==> src/rtl/fpoe_pkg.sv <==
// Package of constants and carrier types for the flash command sequencer.
package fpoe_pkg;

	// Command codes held in the upper byte of command word 0.
	localparam logic [7:0] CMD_PROG_ONCE   = 8'h07;
	localparam logic [7:0] CMD_ERASE_ALL   = 8'h08;
	localparam logic [7:0] CMD_ERASE_BLOCK = 8'h09;
	localparam logic [7:0] CMD_ERASE_SECT  = 8'h0A;

	// Last word index required by each command at launch.
	localparam logic [2:0] IDX_PROG_ONCE_LAST = 3'h5;
	localparam logic [2:0] IDX_ERASE_ALL_LAST = 3'h0;
	localparam logic [2:0] IDX_ERASE_LAST     = 3'h1;

	// Word index positions of the parameters.
	localparam logic [2:0] IDX_CMD      = 3'h0;
	localparam logic [2:0] IDX_ADDR     = 3'h1;
	localparam logic [2:0] IDX_DATA0    = 3'h2;

	// Highest valid one-time phrase index and the number of phrases.
	localparam logic [15:0] ONCE_IDX_MAX = 16'h0007;
	localparam int          ONCE_PHRASES = 8;

	// Field positions inside command word 0.
	localparam int CMD_HI_BIT = 15;
	localparam int CMD_LO_BIT = 8;
	localparam int BLK_HI_BIT = 1;
	localparam int BLK_LO_BIT = 0;

	// Operation times as printed and their cycle counts at 100 MHz.
	localparam int  CLK_PERIOD_NS   = 10;
	localparam int  ERASE_TIME_NS   = 1000;
	localparam int  PROG_TIME_NS    = 200;
	localparam int  VERIFY_TIME_NS  = 100;
	localparam int  ERASE_CYCLES    = (ERASE_TIME_NS + CLK_PERIOD_NS - 1) / CLK_PERIOD_NS;
	localparam int  PROG_CYCLES     = (PROG_TIME_NS + CLK_PERIOD_NS - 1) / CLK_PERIOD_NS;
	localparam int  VERIFY_CYCLES   = (VERIFY_TIME_NS + CLK_PERIOD_NS - 1) / CLK_PERIOD_NS;
	localparam int  TIMER_W         = 8;

	// Reset values.
	localparam logic [2:0]  RST_WORD_IDX = 3'h0;
	localparam logic [15:0] RST_WORD     = 16'h0000;

	// Sequencer states, one-hot.
	typedef enum logic [6:0] {
		ST_IDLE   = 7'h01,
		ST_CHECK  = 7'h02,
		ST_BLANK  = 7'h04,
		ST_ERASE  = 7'h08,
		ST_PROG   = 7'h10,
		ST_VERIFY = 7'h20,
		ST_DONE   = 7'h40
	} fpoe_state_e;

	// Status flags as seen by software.
	typedef struct packed {
		logic commandComplete;
		logic accessError;
		logic protectionViolation;
		logic verifyError;
		logic verifyUncorrectable;
	} fpoe_status_s;

	// Request to the flash array core.
	typedef struct packed {
		logic        eraseAll;
		logic        eraseBlock;
		logic        eraseSector;
		logic        programOnce;
		logic        verify;
		logic        blankCheck;
		logic [1:0]  block;
		logic [15:0] addr;
	} fpoe_array_req_s;

	// Answer from the flash array core, valid with verify or blank check.
	typedef struct packed {
		logic anyError;
		logic uncorrectable;
		logic blank;
	} fpoe_array_rsp_s;

endpackage : fpoe_pkg

==> src/rtl/fpoe_op_timer.sv <==
// Down-counter that times one array operation phase.
`timescale 1ns/1ps
module fpoe_op_timer #(
	parameter int WIDTH = 8
) (
	// Clock and reset.
	input  wire logic             mclk,
	input  wire logic             rst,
	// Load and status.
	input  wire logic             load,
	input  wire logic [WIDTH-1:0] count,
	output logic                  expired
);
	import fpoe_pkg::*;

	// Whole state of the timer.
	typedef struct packed {
		logic [WIDTH-1:0] cnt;
		logic             busy;
	} fpoe_timer_s;

	fpoe_timer_s stateReg;   // Registered state.
	fpoe_timer_s stateNext;  // Next state.

	// A load always restarts the count; expiry is a one-cycle pulse.
	always_comb begin
		stateNext = stateReg;
		if (load) begin
			stateNext.cnt  = count;
			stateNext.busy = 1'b1;
		end else if (stateReg.busy) begin
			if (stateReg.cnt <= WIDTH'(1)) begin
				stateNext.busy = 1'b0;
			end
			stateNext.cnt = stateReg.cnt - WIDTH'(1);
		end
	end

	// Register the state.
	always_ff @(posedge mclk) begin
		if (rst) begin
			stateReg <= '0;
		end else begin
			stateReg <= stateNext;
		end
	end

	// Expiry never looks at load: the sequencer derives load from expiry, so a
	// term on load here would close a combinational loop.
	assign expired = stateReg.busy && (stateReg.cnt <= WIDTH'(1));

endmodule : fpoe_op_timer

==> src/rtl/fpoe_sequencer.sv <==
// Command sequencer for one-time program and the three erase commands.
`timescale 1ns/1ps
module fpoe_sequencer #(
	parameter int          ERASE_CYC  = fpoe_pkg::ERASE_CYCLES,
	parameter int          PROG_CYC   = fpoe_pkg::PROG_CYCLES,
	parameter int          VERIFY_CYC = fpoe_pkg::VERIFY_CYCLES,
	parameter logic [3:0]  VALID_BLKS = 4'h3
) (
	// Clock and reset.
	input  wire logic                      mclk,
	input  wire logic                      rst,
	// Software command word access.
	input  wire logic                      wordWrite,
	input  wire logic [2:0]                wordIdxIn,
	input  wire logic [15:0]               wordDataIn,
	input  wire logic                      launch,
	input  wire logic                      errClear,
	// Mode and protection levels from the rest of the device.
	input  wire logic                      cmdAllowed,
	input  wire logic                      anyProtected,
	input  wire logic                      blockProtected,
	input  wire logic                      sectorProtected,
	input  wire logic                      blockIsData,
	input  wire logic [fpoe_pkg::ONCE_PHRASES-1:0] onceProgrammed,
	// Flash array core.
	output fpoe_pkg::fpoe_array_req_s      arrayReq,
	input  wire fpoe_pkg::fpoe_array_rsp_s arrayRsp,
	// Status back to software and device.
	output fpoe_pkg::fpoe_status_s         status,
	output logic [2:0]                     commandWordIndex,
	output logic                           pflashReadInvalid,
	output logic                           securityRelease
);
	import fpoe_pkg::*;

	////////////////////////////////////////////////////////////////////////////////
	// State.

	// All sequencer state in one record.
	typedef struct packed {
		fpoe_state_e     st;
		logic [15:0]     w0;
		logic [15:0]     w1;
		logic [2:0]      idx;
		fpoe_status_s    stat;
		fpoe_array_req_s req;
		logic            rdInvalid;
		logic            secRel;
		logic            verifyIsProg;
	} fpoe_seq_s;

	fpoe_seq_s seqReg;   // Registered state.
	fpoe_seq_s seqNext;  // Next state.

	// Phase timer control.
	logic             timerLoad;   // Restart the phase timer.
	logic [TIMER_W-1:0] timerCount; // Length of the phase.
	logic             timerDone;   // Phase ended this cycle.

	// Decoded command fields.
	logic [7:0] cmdCode;   // Command code in word 0.
	logic [1:0] blockSel;  // Block bits [1:0] in word 0.

	assign cmdCode  = seqReg.w0[CMD_HI_BIT:CMD_LO_BIT];
	assign blockSel = seqReg.w0[BLK_HI_BIT:BLK_LO_BIT];

	////////////////////////////////////////////////////////////////////////////////
	// Helpers.

	// Access error checks for each of the four commands at launch.
	function automatic logic access_fault(
		input logic [7:0]  code,
		input logic [2:0]  idx,
		input logic [15:0] addr,
		input logic [1:0]  blk,
		input logic        allowed,
		input logic        isData,
		input logic [ONCE_PHRASES-1:0] done
	);
		logic f;
		f = !allowed;
		unique case (code)
			CMD_PROG_ONCE: begin
				f = f || (idx != IDX_PROG_ONCE_LAST);
				f = f || (addr > ONCE_IDX_MAX);
				if (addr <= ONCE_IDX_MAX) begin
					f = f || done[addr[2:0]];
				end
			end
			CMD_ERASE_ALL: begin
				f = f || (idx != IDX_ERASE_ALL_LAST);
			end
			CMD_ERASE_BLOCK: begin
				f = f || (idx != IDX_ERASE_LAST);
				f = f || !VALID_BLKS[blk];
				// Data flash needs word alignment, program flash phrase alignment.
				f = f || (isData ? addr[0] : (addr[2:0] != 3'h0));
			end
			CMD_ERASE_SECT: begin
				f = f || (idx != IDX_ERASE_LAST);
				f = f || !VALID_BLKS[blk];
				f = f || (addr[2:0] != 3'h0);
			end
			default: begin
				// Codes outside this block are rejected here.
				f = 1'b1;
			end
		endcase
		return f;
	endfunction : access_fault

	// Protection violation checks for the erase commands.
	function automatic logic protect_fault(
		input logic [7:0] code,
		input logic       anyProt,
		input logic       blkProt,
		input logic       secProt
	);
		logic p;
		p = 1'b0;
		if (code == CMD_ERASE_ALL) begin
			p = anyProt;
		end else if (code == CMD_ERASE_BLOCK) begin
			p = blkProt;
		end else if (code == CMD_ERASE_SECT) begin
			p = secProt;
		end
		return p;
	endfunction : protect_fault

	////////////////////////////////////////////////////////////////////////////////
	// Phase timer.

	fpoe_op_timer #(
		.WIDTH (TIMER_W)
	) u_timer (
		.mclk    (mclk),
		.rst     (rst),
		.load    (timerLoad),
		.count   (timerCount),
		.expired (timerDone)
	);

	////////////////////////////////////////////////////////////////////////////////
	// Next-state logic.

	// Words are only accepted while idle; a write during a run is dropped,
	// which shields the running command from a misbehaving host.
	always_comb begin
		seqNext    = seqReg;
		timerLoad  = 1'b0;
		timerCount = '0;
		seqNext.secRel = 1'b0;
		unique case (seqReg.st)
			ST_IDLE: begin
				// Software clears the access and protection error flags while idle.
				if (errClear) begin
					seqNext.stat.accessError         = 1'b0;
					seqNext.stat.protectionViolation = 1'b0;
				end
				if (wordWrite) begin
					seqNext.idx = wordIdxIn;
					if (wordIdxIn == IDX_CMD) begin
						seqNext.w0 = wordDataIn;
					end else if (wordIdxIn == IDX_ADDR) begin
						seqNext.w1 = wordDataIn;
					end
				end
				// Launch is taken only while complete and free of access and protection errors.
				if (launch && seqReg.stat.commandComplete &&
				    !seqReg.stat.accessError && !seqReg.stat.protectionViolation) begin
					seqNext.stat.commandComplete     = 1'b0;
					seqNext.stat.verifyError         = 1'b0;
					seqNext.stat.verifyUncorrectable = 1'b0;
					seqNext.st = ST_CHECK;
				end
			end
			ST_CHECK: begin
				seqNext.req.block = blockSel;
				seqNext.req.addr  = seqReg.w1;
				if (access_fault(cmdCode, seqReg.idx, seqReg.w1, blockSel, cmdAllowed,
				                 blockIsData, onceProgrammed)) begin
					seqNext.stat.accessError = 1'b1;
					seqNext.st = ST_DONE;
				end else if (protect_fault(cmdCode, anyProtected, blockProtected,
				                           sectorProtected)) begin
					seqNext.stat.protectionViolation = 1'b1;
					seqNext.st = ST_DONE;
				end else if (cmdCode == CMD_PROG_ONCE) begin
					// Blank-check the phrase before touching it.
					seqNext.req.blankCheck = 1'b1;
					seqNext.rdInvalid      = 1'b1;
					timerLoad  = 1'b1;
					timerCount = TIMER_W'(VERIFY_CYC);
					seqNext.st = ST_BLANK;
				end else begin
					seqNext.req.eraseAll    = (cmdCode == CMD_ERASE_ALL);
					seqNext.req.eraseBlock  = (cmdCode == CMD_ERASE_BLOCK);
					seqNext.req.eraseSector = (cmdCode == CMD_ERASE_SECT);
					timerLoad  = 1'b1;
					timerCount = TIMER_W'(ERASE_CYC);
					seqNext.st = ST_ERASE;
				end
			end
			ST_BLANK: begin
				if (timerDone) begin
					seqNext.req.blankCheck = 1'b0;
					if (arrayRsp.blank) begin
						seqNext.req.programOnce = 1'b1;
						timerLoad  = 1'b1;
						timerCount = TIMER_W'(PROG_CYC);
						seqNext.st = ST_PROG;
					end else begin
						// Phrase holds data already; it can never be erased.
						seqNext.stat.accessError = 1'b1;
						seqNext.rdInvalid = 1'b0;
						seqNext.st = ST_DONE;
					end
				end
			end
			ST_PROG: begin
				if (timerDone) begin
					seqNext.req.programOnce = 1'b0;
					seqNext.req.verify      = 1'b1;
					seqNext.verifyIsProg    = 1'b1;
					timerLoad  = 1'b1;
					timerCount = TIMER_W'(VERIFY_CYC);
					seqNext.st = ST_VERIFY;
				end
			end
			ST_ERASE: begin
				if (timerDone) begin
					seqNext.req.verify   = 1'b1;
					seqNext.verifyIsProg = 1'b0;
					timerLoad  = 1'b1;
					timerCount = TIMER_W'(VERIFY_CYC);
					seqNext.st = ST_VERIFY;
				end
			end
			ST_VERIFY: begin
				if (timerDone) begin
					seqNext.stat.verifyError         = arrayRsp.anyError;
					seqNext.stat.verifyUncorrectable = arrayRsp.uncorrectable;
					// Erase-all that verifies clean lifts security.
					seqNext.secRel = seqReg.req.eraseAll && !arrayRsp.anyError;
					seqNext.req       = '0;
					seqNext.rdInvalid = 1'b0;
					seqNext.st = ST_DONE;
				end
			end
			ST_DONE: begin
				// Complete is raised only here, after every phase is over.
				seqNext.stat.commandComplete = 1'b1;
				seqNext.req = '0;
				seqNext.st  = ST_IDLE;
			end
			default: begin
				seqNext.st = ST_IDLE;
			end
		endcase
	end

	////////////////////////////////////////////////////////////////////////////////
	// State register.

	// Reset leaves the controller idle and ready with complete set.
	always_ff @(posedge mclk) begin
		if (rst) begin
			seqReg                      <= '0;
			seqReg.st                   <= ST_IDLE;
			seqReg.idx                  <= RST_WORD_IDX;
			seqReg.w0                   <= RST_WORD;
			seqReg.w1                   <= RST_WORD;
			seqReg.stat.commandComplete <= 1'b1;
		end else begin
			seqReg <= seqNext;
		end
	end

	////////////////////////////////////////////////////////////////////////////////
	// Outputs, all straight from flip-flops.

	assign status            = seqReg.stat;
	assign arrayReq          = seqReg.req;
	assign commandWordIndex  = seqReg.idx;
	assign pflashReadInvalid = seqReg.rdInvalid;
	assign securityRelease   = seqReg.secRel;

endmodule : fpoe_sequencer

==> config.mk <==
export PLATFORM = sky130hd
export DESIGN_NAME = fpoe_sequencer
export DESIGN_NICKNAME = d
export VERILOG_FILES = /design/src/rtl/fpoe_pkg.sv /design/src/rtl/fpoe_op_timer.sv /design/src/rtl/fpoe_sequencer.sv
export SDC_FILE = /design/constraint.sdc
export NUM_CORES = 1
export LEC_CHECK = 0
export BUFFER_PORTS_ARGS = -buffer_cell sky130_fd_sc_hd__buf_2
export CAP_MARGIN = 20
export CORE_MARGIN = 1.5
export CORE_UTILIZATION = 50
export DETAILED_ROUTE_END_ITERATION = 8
export GPL_ROUTABILITY_DRIVEN = 0
export MAX_ROUTING_LAYER = met4
export PLACE_DENSITY_LB_ADDON = 0.05
export SETUP_SLACK_MARGIN = 0.5
export SKIP_CTS_REPAIR_TIMING = 1
export SLEW_MARGIN = 15
export SYNTH_ARGS = -nofsm -noshare
export SYNTH_HDL_FRONTEND = slang
export SYNTH_HIERARCHICAL = 1
export SYNTH_SLANG_ARGS = --single-unit
==> constraint.sdc <==
create_clock -name mclk -period 2.9 [get_ports mclk]
set_input_delay 0.58 -clock mclk [delete_from_list [all_inputs] [get_ports mclk]]
set_output_delay 0.58 -clock mclk [all_outputs]
set_load 0.02 [all_outputs]
==> flow_summary.ini <==
[setup_path]
path_delay_family = simple AND/OR/NAND/NOR gates
r2r_cells = 10
path_depth = 10
rrSetupSlack_ns = 0.28
crit_required_ns = 3.10
r2r-start = u_timer/stateReg[4]$_SDFFE_PP0P_
critPathLaunchType = register
crit_type = reg -> reg
slowest_delay_ns = 0.55
path_max_fanout = 6
reg2reg_to = u_timer/stateReg[8]$_SDFFE_PP0P_
crit_arrival_ns = 2.82
slowest_stage = or4_4
path_cells = or4_4, nor4_4, and2_4, nand2_2, or4_4, o211ai_1, buf_4, nor4bb_2, o41ai_1, o211ai_1
critPathCaptureType = register
critPathBufInv = 1

[layout]
fin_area_sq_um = 4590
final_common_cell = dfxtp_1
utilization_pct = 59.7
drive_above_1_share_pct = 27.1
synthToLayoutAreaGrowth_pct = 16.7
fin_cells = 612
antenna_cells = 0
final_nets = 547
most-common-layout-cells = dfxtp_1, buf_2, nor2_1

[min_path]
hold_class = reg -> reg
hold_depth = 2
min_to = status[4]$_SDFFE_PP1P_
min_from = status[4]$_SDFFE_PP1P_

[clock_tree]
cts_tree = done
htreeDepth = 3
clk_latency_ns = 0.35
ctsLongestPathBuffers = 2
clock-sinks = 76
clk_pin_slew_worst_paths_ns = 0.09
cts_made_buffers = 9
root_buffer = clkbuf_8

[floorplan]
rows = 32
start_util_pct = 51.2
core_area_sq_um = 7690
die_w_um = 91.7
die_height_um = 91.7
ios = 74
die_area_sq_um = 8410

[power]
power_density_nw_per_um2 = 612
p_leak_nw = 2.03
ir_drop_mv = 0.331

[synth]
synth-seq-cells = 76
yosysWarningCount = 6
yosysUniqueCellTypes = 60
synthCells = 456
avgSynthCellArea_sq_um = 8.63
async_flop_share_pct = 0
yosys_most_used_dff = dfxtp_1
synth-edff-count = 0
yosysSeqAreaShare_pct = 38.7
syn_area_sq_um = 3940

[sta]
relSlewSlack_pct = 53.5
fin_ws_ns = 0.276
tightestPinTransition_ns = 0.697
rsz0062_at_grt = yes
finalSetupViolCount = 0
fin_crit_ns = 2.62
finalSetupTns_ns = 0
period_share_pct = 90.5
finalHoldViolCount = 0
clock_skew_ns = 0.0124
timing.fmax_mhz = 381
drv_slew = 0

[placement]
io_buffers = 73
place_area_sq_um = 4170
dp_hpwl_mm = 6.32
place_ws_ns = 0.277
placedCellCount = 586

[routing]
ant_nets = 0
wl_per_cell_um = 15.2
totalWireLength_mm = 9.30
drt_first_iter_violations = 141
drtPass1Iterations = 4
viasPerCell = 5.40
drc = 0
route.vias.total = 3307

[run]
maxCapViolCount = 0

[global_routing]
grt_pass1_wl_mm = 14.6
met1_usage_pct = 31.1
grtUsageTotal_pct = 22.4
grt-busiest-layer = met2
grt_use_met3_pct = 4.15
antenna_found_initial = 0
grt_pass1_vias = 3011
grt_max_degree = 40
overflow = 0
grt_util_met2_pct = 32.5

[run_status]
status = finished clean
[per-stage QoR]
stage / total power [W] / hold slack (ns)
after CTS: 0.00271 / 0.447
after floorplan: 0.00161 / 0.436
after global routing: 0.00295 / 0.453
after global placement: 0.00177 / 0.447
final: 0.00281 / 0.456
after detailed placement: 0.00177 / 0.449
[registers in the layout, indices dropped and copies added, names as in the netlist]
register           cells
cmdCode                8
status                 5
securityRelease        1
pflashReadInvalid      1
blockSel               2
seqReg                23
arrayReq              24
commandWordIndex       3
u_timer/stateReg       9
[synth_stat cells, drive strengths merged (3+ instances only)]
library cell  instances  area (sq um)
o22ai                 4          25.0
inv                  10          37.5
or3                   6          37.5
nand2b               22           138
a22oi                 4          43.8
nand3                28           140
nor2                 50           195
a21o                  3          22.5
nand2                34           138
nor4                  6          52.6
buf                  40           307
dfxtp                76          1520
nand4b                3          32.5
nor4b                 5          43.8
and3                  4          25.0
a21oi                36           180
nor3                  5          25.0
mux2                  3          33.8
clkbuf               17          63.8
o211ai                5          37.5
nor2b                 8          50.1
a211oi                3          22.5
and2                  4          25.0
nor3b                 4          41.3
mux2i                32           320
a311oi                4          35.0
o21ai                 6          30.0
or4                   5          50.1
[power breakdown]
part           internal (W)  leakage (nW)  switching (W)
Clock              0.000498         0.112       0.000431
Combinational      0.000350          1.30       0.000393
Sequential          0.00109         0.615      0.0000486
[per-layer routing]
metal	wire length, um	vias up
met5	0	-
met4	121	0
met3	435	8
met2	4100	91
met1	4650	1533
li1	-	1675
[worst max path at each step]
| stage | slack [ns] | end | from |
|---|---|---|---|
| global route | 0.16 | u_timer/stateReg[8]$_SDFFE_PP0P_ | u_timer/stateReg[4]$_SDFFE_PP0P_ |
| global placement | 0.33 | u_timer/stateReg[6]$_SDFFE_PP0P_ | u_timer/stateReg[4]$_SDFFE_PP0P_ |
| finish | 0.28 | u_timer/stateReg[8]$_SDFFE_PP0P_ | u_timer/stateReg[4]$_SDFFE_PP0P_ |
| detailed placement | 0.28 | u_timer/stateReg[8]$_SDFFE_PP0P_ | u_timer/stateReg[4]$_SDFFE_PP0P_ |
| floorplan | 0.21 | u_timer/stateReg[2]$_SDFFE_PP0P_ | u_timer/stateReg[4]$_SDFFE_PP0P_ |
| CTS | 0.24 | u_timer/stateReg[4]$_SDFFE_PP0P_ | u_timer/stateReg[4]$_SDFFE_PP0P_ |
[logic make-up (layout without fill, tap and decap cells)]
logic type	after synthesis	count (layout)	synth area share, %
flops	76	76	38.7
mux	35	35	9.00
compound gates	80	80	13.3
fa+ha+maj	2	2	0.636
buf+inv	67	120	10.4
xor+xnor	4	4	0.890
simple gates	191	191	27.1
other cells	1	2	0.0953
[area by class of cell]
type                       instances  area [sq um]
clock inverter                     7           105
multi-input combinational        314          2060
clock buffer                       9           124
tap                              102           128
fill                             738          3090
inverter                          10          37.5
timing repair buffer              94           612
sequential                        76          1530
[worst reg2reg max path, cell delays in order, from the launching register on]
cell and delay (ns):
dfxtp_4 0.37, or4_4 0.55, nor4_4 0.16, and2_4 0.18
nand2_2 0.05, or4_4 0.50, o211ai_1 0.16, buf_4 0.21
nor4bb_2 0.05, o41ai_1 0.10, o211ai_1 0.14
Power figures use the tool's default switching activity.
